### src/lcd_port_defs.vh
// constants shared by the lcd host port design files
// assumes inclusion by bare name from files in the same folder
`ifndef LCD_PORT_DEFS_VH
`define LCD_PORT_DEFS_VH

// serial link pin positions on the data lines
`define LCD_SDI_BIT        3'd7
`define LCD_SCLK_BIT       3'd6

// serial bit counter reset value and last-bit index
`define LCD_BITCNT_RESET   3'h0
`define LCD_BITCNT_LAST    3'h7

// bias-select command: top five bits match, low three bits carry the ratio index
`define LCD_BIAS_CMD_MASK  8'hf8
`define LCD_BIAS_CMD_VAL   8'h50
`define LCD_BIAS_IDX_MAX   3'h5
// index 0 is one quarter, index 5 is one ninth
`define LCD_BIAS_RESET     3'h5
`define LCD_BIAS_DEN_BASE  4'h4

// read-data register reset value
`define LCD_DOUT_RESET     8'h00

`endif

### src/lcd_byte_buf.v
// two-entry valid/ready buffer for received bytes
// assumes a single clock; clr_i empties the buffer synchronously
`default_nettype none

module lcd_byte_buf #(
	parameter W = 9
) (
	// clock and reset
	input  wire         clk_i,
	input  wire         rst_i,
	input  wire         clr_i,
	// filling side
	input  wire         in_valid_i,
	input  wire [W-1:0] in_data_i,
	output wire         in_ready_o,
	// draining side
	output reg          out_valid_o,
	output reg  [W-1:0] out_data_o,
	input  wire         out_ready_i
);

	reg  [W-1:0] spare;
	reg          spare_valid;
	wire         push;
	wire         pop;

	assign in_ready_o = ~spare_valid;
	assign push       = in_valid_i & ~spare_valid;
	assign pop        = out_valid_o & out_ready_i;

	always @(posedge clk_i or posedge rst_i)
	begin
		if (rst_i)
		begin
			out_valid_o <= 1'b0;
			out_data_o  <= {W{1'b0}};
			spare       <= {W{1'b0}};
			spare_valid <= 1'b0;
		end
		else if (clr_i)
		begin
			out_valid_o <= 1'b0;
			spare_valid <= 1'b0;
		end
		else if (pop)
		begin
			if (spare_valid)
			begin
				// spare moves to head; no push possible while spare is full
				out_data_o  <= spare;
				spare_valid <= 1'b0;
			end
			else
			begin
				out_valid_o <= push;
				if (push)
					out_data_o <= in_data_i;
			end
		end
		else if (push)
		begin
			if (!out_valid_o)
			begin
				out_data_o  <= in_data_i;
				out_valid_o <= 1'b1;
			end
			else
			begin
				spare       <= in_data_i;
				spare_valid <= 1'b1;
			end
		end
	end

endmodule

`default_nettype wire

### src/lcd_bias_levels.v
// bias ratio register and the four intermediate level fractions
// assumes set_i is a one-cycle pulse; clr_i returns the ratio to its reset value
`default_nettype none

`include "lcd_port_defs.vh"

module lcd_bias_levels (
	// clock and reset
	input  wire       clk_i,
	input  wire       rst_i,
	input  wire       clr_i,
	// ratio update
	input  wire       set_i,
	input  wire [2:0] idx_i,
	// level fractions of the top voltage, numerator over den_o
	output reg  [3:0] den_o,
	output reg  [3:0] v1_num_o,
	output reg  [3:0] v2_num_o,
	output reg  [3:0] v3_num_o,
	output reg  [3:0] v4_num_o
);

	reg  [2:0] idx;
	wire [3:0] den;

	assign den = `LCD_BIAS_DEN_BASE + {1'b0, idx};

	always @(posedge clk_i or posedge rst_i)
	begin
		if (rst_i)
			idx <= `LCD_BIAS_RESET;
		else if (clr_i)
			idx <= `LCD_BIAS_RESET;
		else if (set_i && idx_i <= `LCD_BIAS_IDX_MAX)
			idx <= idx_i;
	end

	// V1 = (n-1)/n, V2 = (n-2)/n, V3 = 2/n, V4 = 1/n of the top voltage
	always @(posedge clk_i or posedge rst_i)
	begin
		if (rst_i)
		begin
			den_o    <= 4'h0;
			v1_num_o <= 4'h0;
			v2_num_o <= 4'h0;
			v3_num_o <= 4'h0;
			v4_num_o <= 4'h0;
		end
		else
		begin
			den_o    <= den;
			v1_num_o <= den - 4'h1;
			v2_num_o <= den - 4'h2;
			v3_num_o <= 4'h2;
			v4_num_o <= 4'h1;
		end
	end

endmodule

`default_nettype wire

### src/lcd_host_port.v
// host access port of a dot-matrix lcd controller: parallel (two bus styles) and write-only serial
// assumes all pins are already synchronous to clk_i; the core behind it drains received bytes
// and supplies read data on rd_data_i
`default_nettype none

`include "lcd_port_defs.vh"

module lcd_host_port (
	// clock and reset
	input  wire       clk_i,
	input  wire       rst_i,
	// host pins
	input  wire       chip_sel_low_n_i,
	input  wire       init_n_i,
	input  wire       cmd_data_select_i,
	input  wire       wr_n_i,
	input  wire       rd_n_i,
	input  wire [7:0] host_data_lines_i,
	output reg  [7:0] host_data_lines_o,
	output reg        host_data_lines_oe_n_o,
	// static straps
	input  wire       bus_style_pick_i,
	input  wire       par_ser_pick_i,
	input  wire       internal_divider_pick_i,
	input  wire       power_on_i,
	// received bytes toward the core, bit 8 is the select level
	output wire       rx_valid_o,
	output wire [7:0] rx_data_o,
	output wire       rx_is_data_o,
	input  wire       rx_ready_i,
	// readback from the core
	input  wire [7:0] rd_data_i,
	output reg        rd_done_o,
	output reg        rd_is_data_o,
	// status
	output reg        busy_o,
	output reg        overrun_o,
	output reg        use_internal_divider_o,
	// bias level fractions
	output wire [3:0] bias_den_o,
	output wire [3:0] bias_v1_num_o,
	output wire [3:0] bias_v2_num_o,
	output wire [3:0] bias_v3_num_o,
	output wire [3:0] bias_v4_num_o
);

	localparam [2:0] S_IDLE = 3'b001;
	localparam [2:0] S_WR   = 3'b010;
	localparam [2:0] S_RD   = 3'b100;

	reg  [2:0] state;
	reg  [2:0] next_state;
	reg  [7:0] wr_byte;
	reg        wr_sel;
	reg  [6:0] shift;
	reg  [2:0] bit_cnt;
	reg        sclk_q;
	reg        push_q;
	reg  [7:0] push_byte;
	reg        push_sel;

	wire       clr;
	wire       cs;
	wire       par_mode;
	wire       ser_mode;
	reg        wr_act;
	reg        rd_act;
	wire       sclk;
	wire       sdi;
	wire       sclk_rise;
	wire       in_ready;
	wire       par_push;
	wire       ser_push;
	wire       bias_cmd;
	wire       bias_set;
	wire [8:0] buf_out;

	// the initialization pin clears settings synchronously so async reset stays constant-only
	assign clr = ~init_n_i;
	assign cs  = ~chip_sel_low_n_i;

	// the parallel/serial strap is static; named decodes keep the gating below readable
	assign par_mode = par_ser_pick_i;
	assign ser_mode = ~par_ser_pick_i;

	// enable style: E on the read pin, direction on the write pin
	always @*
	begin
		if (bus_style_pick_i)
		begin
			// E high times the transfer and the direction line picks which one
			wr_act = rd_n_i & ~wr_n_i;
			rd_act = rd_n_i & wr_n_i;
		end
		else
		begin
			// strobe pair: each strobe is active low on its own pin
			wr_act = ~wr_n_i;
			rd_act = ~rd_n_i;
		end
	end

	assign sdi       = host_data_lines_i[`LCD_SDI_BIT];
	assign sclk      = host_data_lines_i[`LCD_SCLK_BIT];
	// sclk_q follows the pin in every mode, so entering serial mode with the clock line high fakes no edge
	assign sclk_rise = sclk & ~sclk_q;

	// the write ends when the strobe (or E) drops away; a deselect first aborts it
	assign par_push = (state == S_WR) & cs & ~wr_act;
	// the select level is taken with the eighth bit, not when the frame closes
	assign ser_push = cs & ser_mode & sclk_rise & (bit_cnt == `LCD_BITCNT_LAST);

	// the byte still goes to the core; only the ratio update needs the power circuit on
	assign bias_cmd = ((push_byte & `LCD_BIAS_CMD_MASK) == `LCD_BIAS_CMD_VAL);
	assign bias_set = push_q & ~push_sel & power_on_i & bias_cmd;

	always @*
	begin
		next_state = state;
		case (state)
			S_IDLE:
			begin
				// serial mode never enters a parallel transfer, so no readback there
				if (cs && par_mode && wr_act)
					next_state = S_WR;
				else if (cs && par_mode && rd_act)
					next_state = S_RD;
			end
			S_WR:
			begin
				if (!cs || !wr_act)
					next_state = S_IDLE;
			end
			S_RD:
			begin
				if (!cs || !rd_act)
					next_state = S_IDLE;
			end
			default:
				next_state = S_IDLE;
		endcase
	end

	always @(posedge clk_i or posedge rst_i)
	begin
		if (rst_i)
		begin
			state                  <= S_IDLE;
			wr_byte                <= 8'h00;
			wr_sel                 <= 1'b0;
			host_data_lines_o      <= `LCD_DOUT_RESET;
			host_data_lines_oe_n_o <= 1'b1;
			rd_done_o              <= 1'b0;
			rd_is_data_o           <= 1'b0;
		end
		else if (clr)
		begin
			state                  <= S_IDLE;
			host_data_lines_oe_n_o <= 1'b1;
			rd_done_o              <= 1'b0;
		end
		else
		begin
			state <= next_state;
			// keep the last byte seen while the strobe is active: the rising edge
			// is seen one cycle late, by which time the host may have moved on
			if (next_state == S_WR)
			begin
				wr_byte <= host_data_lines_i;
				wr_sel  <= cmd_data_select_i;
			end
			// core data is taken once at entry; a long read shows no later update
			if (state == S_IDLE && next_state == S_RD)
			begin
				host_data_lines_o <= rd_data_i;
				rd_is_data_o      <= cmd_data_select_i;
			end
			host_data_lines_oe_n_o <= ~(next_state == S_RD);
			// lets the core advance its read address once per completed read
			rd_done_o              <= (state == S_RD) & (next_state == S_IDLE);
		end
	end

	// serial receiver, msb first
	always @(posedge clk_i or posedge rst_i)
	begin
		if (rst_i)
		begin
			sclk_q  <= 1'b0;
			shift   <= 7'h00;
			bit_cnt <= `LCD_BITCNT_RESET;
		end
		else
		begin
			sclk_q <= sclk;
			if (clr || !cs || par_mode)
				bit_cnt <= `LCD_BITCNT_RESET;
			else if (sclk_rise)
			begin
				shift   <= {shift[5:0], sdi};
				bit_cnt <= bit_cnt + 3'h1;
			end
		end
	end

	// one registered push toward the buffer from whichever receiver finished
	always @(posedge clk_i or posedge rst_i)
	begin
		if (rst_i)
		begin
			push_q    <= 1'b0;
			push_byte <= 8'h00;
			push_sel  <= 1'b0;
			overrun_o <= 1'b0;
			busy_o    <= 1'b0;
		end
		else if (clr)
		begin
			push_q    <= 1'b0;
			overrun_o <= 1'b0;
			busy_o    <= 1'b0;
		end
		else
		begin
			push_q <= par_push | ser_push;
			if (par_push)
			begin
				push_byte <= wr_byte;
				push_sel  <= wr_sel;
			end
			else if (ser_push)
			begin
				push_byte <= {shift, sdi};
				push_sel  <= cmd_data_select_i;
			end
			// the host cannot be stalled mid-strobe; it must watch busy, a byte sent anyway is lost
			if (push_q && !in_ready)
				overrun_o <= 1'b1;
			busy_o <= ~in_ready;
		end
	end

	always @(posedge clk_i or posedge rst_i)
	begin
		if (rst_i)
			use_internal_divider_o <= 1'b0;
		else
			// only the choice is passed on; the divider itself sits outside this port
			use_internal_divider_o <= internal_divider_pick_i;
	end

	// two entries so a core stall of one byte loses nothing
	lcd_byte_buf #(
		.W (9)
	) u_buf (
		.clk_i       (clk_i),
		.rst_i       (rst_i),
		.clr_i       (clr),
		.in_valid_i  (push_q),
		.in_data_i   ({push_sel, push_byte}),
		.in_ready_o  (in_ready),
		.out_valid_o (rx_valid_o),
		.out_data_o  (buf_out),
		.out_ready_i (rx_ready_i)
	);

	assign rx_data_o    = buf_out[7:0];
	assign rx_is_data_o = buf_out[8];

	// the ratio index rides in the low three bits of the pushed command byte
	lcd_bias_levels u_bias (
		.clk_i    (clk_i),
		.rst_i    (rst_i),
		.clr_i    (clr),
		.set_i    (bias_set),
		.idx_i    (push_byte[2:0]),
		.den_o    (bias_den_o),
		.v1_num_o (bias_v1_num_o),
		.v2_num_o (bias_v2_num_o),
		.v3_num_o (bias_v3_num_o),
		.v4_num_o (bias_v4_num_o)
	);

endmodule

`default_nettype wire

### config.mk
export PLATFORM = sky130hd
export DESIGN_NAME = lcd_host_port
export DESIGN_NICKNAME = d
export VERILOG_FILES = /design/src/lcd_byte_buf.v /design/src/lcd_bias_levels.v /design/src/lcd_host_port.v
export VERILOG_INCLUDE_DIRS = /design/src /design/src/src
export SDC_FILE = /design/constraint.sdc
export NUM_CORES = 1
export LEC_CHECK = 0
export BUFFER_PORTS_ARGS = -buffer_cell sky130_fd_sc_hd__clkbuf_2
export CORE_ASPECT_RATIO = 0.8
export CORE_MARGIN = 5
export CORE_UTILIZATION = 35
export DETAILED_ROUTE_END_ITERATION = 7
export GPL_TIMING_DRIVEN = 1
export SYNTH_ARGS = -nofsm -noshare
export SYNTH_HDL_FRONTEND = slang
export SYNTH_SLANG_ARGS = --single-unit
### constraint.sdc
create_clock -name clk_i -period 3.8 [get_ports clk_i]
set_input_delay 0.76 -clock clk_i [delete_from_list [all_inputs] [get_ports clk_i]]
set_output_delay 0.76 -clock clk_i [all_outputs]
set_load 0.03 [all_outputs]
==> metrics.yaml, run 1 <==
cts:
  cts_max_level: 3
  clockBufferDepth: 2
  clock-sinks: 82
  cts-resized-gates: 0
  cts_buffers: 9
  clkLatencyLatePin_ns: 0.33
  clk_pin_slew_ns: 0.05
  cts_tree: "done"
  cts-root-buf: "clkbuf_16"
  cts_setup_buffers: 0
  ctsHoldBuffers: 0
floorplan:
  die_area_sq_um: 12000
  die_x_microns: 121
  initial_core_util_pct: 35.9
  core_area_sq_um: 9690
  io_pins: 72
  core.rowCount: 32
  die_y_microns: 99.1
setup_path:
  path_max_fanout: 14
  crit_top_cell: "or3b_1"
  cp.required_ns: 4.01
  crit_buf_inv: 1
  path_delay_family: "simple AND/OR/NAND/NOR gates"
  slowest_delay_ns: 0.56
  worstPathCellList: "clkbuf_2, or3b_1, or3b_1, o22ai_4, mux2_2"
  crit_type: "in -> reg"
  slowest_stage: "or3b_1"
  startpoint_type: "input pin"
  arrival_ns: 2.79
  crit_cells: 5
  ff2ff_path_depth: 4
  end_kind: "flip-flop"
sta:
  worst_pin_slew_ns: 1.19
  hold_viol: 0
  slew_headroom_pct: 20.6
  fin_crit_ns: 2.58
  max_freq_ghz: 0.388
  slew_violations: 0
  finalWorstSetupSlack_ns: 1.22
  final-setup-viol-count: 0
  tns_ns: 0
  rsz0062_at_grt: "false"
  fin_skew_ns: 0.00502
  timing.hold.ws_ns: 0.433
  min_period_over_period_pct: 67.8
logic_synthesis:
  ys_top_cells_by_area: "dfrtp_1 (56%), mux2_2 (17%), mux2i_1 (4.3%)"
  yosys.area.top_type: "dfrtp_1"
  avgSynthCellArea_sq_um: 13.4
  yosysUniqueCellTypes: 36
  synth_seq_cells: 82
  synth_seq_area_share_pct: 59.2
  synth_top_cell_area_share_pct: 56.2
  synth_warnings: 0
  syn-cell-area_sq_um: 3480
  syn_inst: 259
routing:
  firstDrtPassIters: 4
  wire_per_inst_microns: 14.1
  m1WireLength_microns: 3060
  top_layer_used: "met4"
  via_per_inst: 4.57
  wirelength_microns: 6660
  wl_met2_microns: 3020
  drt-initial-drc-count: 106
  dr_wl_met3_microns: 473
  drc: 0
  final_antenna_net_count: 0
  num_vias: 2153
power_and_ir_drop:
  p_leak_uw: 0.00213
  vdd_drop_max_mv: 0.320
  power.density_nw_per_um2: 479
placed_design:
  dp_hpwl_microns: 4910
  dp_slack_ns: 0.856
  gp_congestion: 0.760
  port_buffers: 65
layout:
  antennaDiodeCount: 0
  layout_common_cells: "dfrtp_1 (78), clkbuf_2 (65), mux2_2 (52), nand2_1 (19), mux2i_1 (15)"
  area_delta_synth_final_pct: 20.8
  drive_above_1_share_pct: 41.8
  nets: 364
  fillers: 946
  layout_commonest_cell: "dfrtp_1"
grt:
  grt_pass1_vias: 2250
  overflow: 0
  grt_pass1_wl_microns: 11400
  antenna_found_initial: 0
  grt_usage_pct: 12.1
  grt_start_max_net_pins: 39
hold_path:
  hp-class: "reg -> reg"
  min_path_cells: 0
job:
  maxCapViolations: 0
run_status:
  outcome: "completed"
## cells by family after synthesis
kind of cell	Yosys count	share of synthesized area, %
xor gates and xnor gates	3	0.756
muxes	67	21.2
DFF	82	59.2
and+or+nand+nor	54	8.82
other	2	0.216
adders and majority gates	6	2.16
AOI/OAI and AO/OA	22	4.14
buffers and inverters	23	3.56
## area by class of cell
cell class	count	area (sq um)	area share, %
sequential	82	2060	49.0
multi-input combinational	159	1310	31.3
timing repair buffer	67	340	8.10
clock buffer	13	260	6.20
tap	136	170	4.05
inverter	11	42.5	1.01
clock inverter	3	15.0	0.358
## synthesized netlist by cell type, drive strengths merged
master / instances
nand2: 19
ha: 6
a211oi: 1
dfrtp: 78
o21a: 2
a21oi: 3
mux2: 52
nor4bb: 3
nand4bb: 1
dfstp: 4
o41ai: 1
nor2b: 8
o22ai: 1
inv: 11
nor4b: 2
nand2b: 1
o21ai: 12
and2: 2
o221ai: 1
conb: 2
or3b: 3
nor3: 1
nor2: 6
xnor2: 3
nand4b: 2
mux2i: 15
clkbuf: 2
nor4: 1
nand3: 3
nor3b: 2
buf: 10
a211o: 1
## where the power goes
group	switching [uW]	internal, uW	leakage, uW
sequential	42.1	945	0.00106
combinational	135	96.6	0.000925
clock	319	475	0.000139
## state kept, by name, indices dropped and copies added (netlist names), 3 cells and up
register           cells
u_bias.v1_num_o        4
u_bias.den_o           4
u_bias.idx             3
state                  3
shift                  7
u_buf.spare            9
host_data_lines_o      8
push_byte              8
u_buf.out_data_o       9
u_bias.v2_num_o        3
bit_cnt                3
wr_byte                8
## layer usage
| layer | up-vias | GRT usage [%] |
|---|---|---|
| li1 | 1037 | - |
| met1 | 1049 | 15.6 |
| met2 | 58 | 18.1 |
| met3 | 9 | 4.95 |
| met4 | 0 | 4.65 |
| met5 | - | 0 |
## final timing paths
| path | startpoint | end | slack (ns) |
|---|---|---|---|
| setup / recovery | init_n_i | push_byte[6] | 1.22 |
| hold / removal | u_bias.idx[0] | u_bias.den_o[0] | 0.43 |
| setup reg to reg | state[2] | host_data_lines_o[6] | 1.74 |
| hold reg to reg | u_bias.idx[0] | u_bias.den_o[0] | 0.43 |
| max in group asynchronous | rst_i | state[0] | 2.54 |
| min in group asynchronous | rst_i | use_internal_divider_o | 0.48 |
## metrics by stage
step	utilization [%]	cell area [sq um]	cells	total power (uW)
finish	43.3	4200	471	2010
global placement	40.5	3920	455	1230
detailed placement	40.5	3920	455	1240
CTS	43.3	4200	471	2050
global route	43.3	4200	471	2110
floorplan	-	3490	264	1160
Power figures use the tool's default switching activity.
==> run 2, diff against run 1 <==
clock period = 2.2 ns   (was 3.8 ns; I/O delays follow)
==> run 2 against run 1 <==
Against the previous run: hold slack worse by 0.23 ns; combinational power is 81% higher; via count is 0.60% higher; critical path depth is 1 lower; register-to-register slack worse by 1.4 ns; total power is 81% higher; sequential power is 72% higher; die area stayed put; clock power is 91% higher; utilization is 1.5 points higher; global-route usage is 0.72 points higher; clock-buffer cell count stayed put; largest power group unchanged.
==> metrics.yaml, run 2 (same netlist as run 1, synthesis figures left out) <==
run_status:
  outcome: "completed"  # unchanged
grt:
  antenna_found_initial: 0  # unchanged
  grt_pass1_wl_microns: 11800  # was 11400 microns
  grt_usage_pct: 12.8  # was 12.1%
  overflow: 0  # unchanged
  grt_start_max_net_pins: 30  # was 39
  grt_pass1_vias: 2321  # was 2250
sta:
  timing.hold.ws_ns: 0.207  # was 0.433 ns
  slew_violations: 0  # unchanged
  worst_pin_slew_ns: 1.09  # was 1.19 ns
  fin_crit_ns: 1.89
  min_period_over_period_pct: 86.1
  hold_viol: 0  # unchanged
  max_freq_ghz: 0.528
  slew_headroom_pct: 27.1  # was 20.6%
  final-setup-viol-count: 0  # unchanged
  fin_skew_ns: 0.00405  # was 0.00502 ns
  rsz0062_at_grt: "false"  # unchanged
  tns_ns: 0  # unchanged
floorplan:
  io_pins: 72  # unchanged
  die_area_sq_um: 12000  # unchanged
  die_x_microns: 121  # unchanged
  initial_core_util_pct: 35.9  # unchanged
  core_area_sq_um: 9690  # unchanged
  core.rowCount: 32  # unchanged
  die_y_microns: 99.1  # unchanged
placed_design:
  gp_congestion: 0.778  # was 0.760
  port_buffers: 65  # unchanged
  place_area_sq_um: 4040  # was 3920 sq um
  dp_hpwl_microns: 4950  # was 4910 microns
layout:
  layout_commonest_cell: "dfrtp_1"  # unchanged
  design_area_sq_um: 4340  # was 4200 sq um
  top_regs: "u_buf.out_data_o (9), u_buf.spare (9)"  # unchanged
  finalCoreUtilization_pct: 44.8  # was 43.3%
  drive_above_1_share_pct: 43.6  # was 41.8%
  layout_common_cells: "dfrtp_1 (78), clkbuf_2 (65), mux2_2 (52), nand2_1 (19), mux2i_1 (15)"  # unchanged
  area_delta_synth_final_pct: 25.0  # was 20.8%
  antennaDiodeCount: 0  # unchanged
  nets: 374  # was 364
cts:
  cts_tree: "done"  # unchanged
  clkLatencyLatePin_ns: 0.33  # about the same
  ctsHoldBuffers: 0  # unchanged
  cts_setup_buffers: 0  # unchanged
  cts_buffers: 9  # unchanged
  cts_max_level: 3  # unchanged
  clockBufferDepth: 2  # unchanged
  cts-root-buf: "clkbuf_16"  # unchanged
  clock-sinks: 82  # unchanged
  clk_pin_slew_ns: 0.06  # was 0.05 ns
  cts-resized-gates: 0  # unchanged
power_and_ir_drop:
  totalPowerFinal_uw: 3640  # was 2010 uW
  p_leak_uw: 0.00219  # was 0.00213 uW
  power.density_nw_per_um2: 838  # was 479 nW/um^2
  vdd_drop_max_mv: 0.500  # was 0.320 mV
setup_path:
  path_max_fanout: 9  # was 14
  cp.required_ns: 2.41  # was 4.01 ns
  crit_buf_inv: 0  # was 1
  end_kind: "flip-flop"  # unchanged
  arrival_ns: 2.11  # was 2.79 ns
  startpoint_type: "flip-flop"  # was input pin
  ff2ff_path_depth: 4  # unchanged
  slowest_stage: "dfstp_2"  # was or3b_1
  crit_top_cell: "mux2_2"  # was or3b_1
  slowest_delay_ns: 0.59  # was 0.56 ns
  crit_type: "reg -> reg"  # was in -> reg
  path_delay_family: "multiplexers"  # was simple AND/OR/NAND/NOR gates
  crit_cells: 4  # was 5
  worstPathCellList: "nor4b_1, o21ai_1, mux2_2, mux2_2"  # was clkbuf_2, or3b_1, or3b_1, o22ai_4, mux2_2
hold_path:
  hp-class: "in -> async"  # was reg -> reg
routing:
  wire_per_inst_microns: 14.4  # was 14.1 microns
  firstDrtPassIters: 4  # unchanged
  drc: 0  # unchanged
  final_antenna_net_count: 0  # unchanged
  drt-initial-drc-count: 121  # was 106
  wirelength_microns: 6890  # was 6660 microns
  num_vias: 2166  # was 2153
  via_per_inst: 4.51  # was 4.57
job:
  maxCapViolations: 0  # unchanged
-- run 2: changes by cell type in the layout (fill, tap and decap cells not counted), sizes merged --
cell / before / now
clkinvlp: 0 / 1
bufinv: 0 / 1
clkinv: 4 / 1
buf: 2 / 12
-- run 2: per-stage QoR --
| step | std cells | setup WS (ns) |
|---|---|---|
| final | 480 | 0.306 |
| after global routing | 480 | 0.0665 |
| after CTS | 480 | 0.294 |
| after detailed placement | 465 | 0.0377 |
| after global placement | 465 | 0.0637 |
| after floorplan | 264 | 0.0831 |
-- run 2: worst paths after layout --
path | end | startpoint | slack, ns
worst min-delay path | u_bias.v4_num_o[0] | rst_i | 0.21
min in group clk_i | use_internal_divider_o | internal_divider_pick_i | 0.22
worst min register to register | u_bias.den_o[0] | u_bias.idx[0] | 0.44
worst max-delay path | push_byte[1] | state[0] | 0.31
max in group asynchronous | host_data_lines_oe_n_o | rst_i | 1.37
worst max register to register | push_byte[1] | state[0] | 0.31
-- run 2: layer usage --
| layer | vias up | part of all wire, % | global-route usage [%] | wire length, microns |
|---|---|---|---|---|
| met5 | - | 0 | 0 | 0 |
| met4 | 0 | 0.55 | 3.62 | 38 |
| met3 | 2 | 7.5 | 5.86 | 518 |
| met2 | 66 | 42 | 18.3 | 2930 |
| met1 | 1045 | 49 | 17.5 | 3410 |
| li1 | 1053 | - | - | - |
-- run 2: power by group --
group,switching [uW],leakage (uW),internal (uW)
clock network,556,0.000152,964
registers,71.2,0.00106,1630
logic,238,0.000979,180
total,866,0.00219,2780
-- run 2: layout make-up --
cell class	instances	area, sq um
Timing Repair Buffer	77	453
Inverter	11	45.0
Clock buffer	13	270
Tap cell	136	170
Clock inverter	2	35.0
Sequential cell	82	2060
Fill cell	933	5350
Multi-Input combinational cell	159	1310
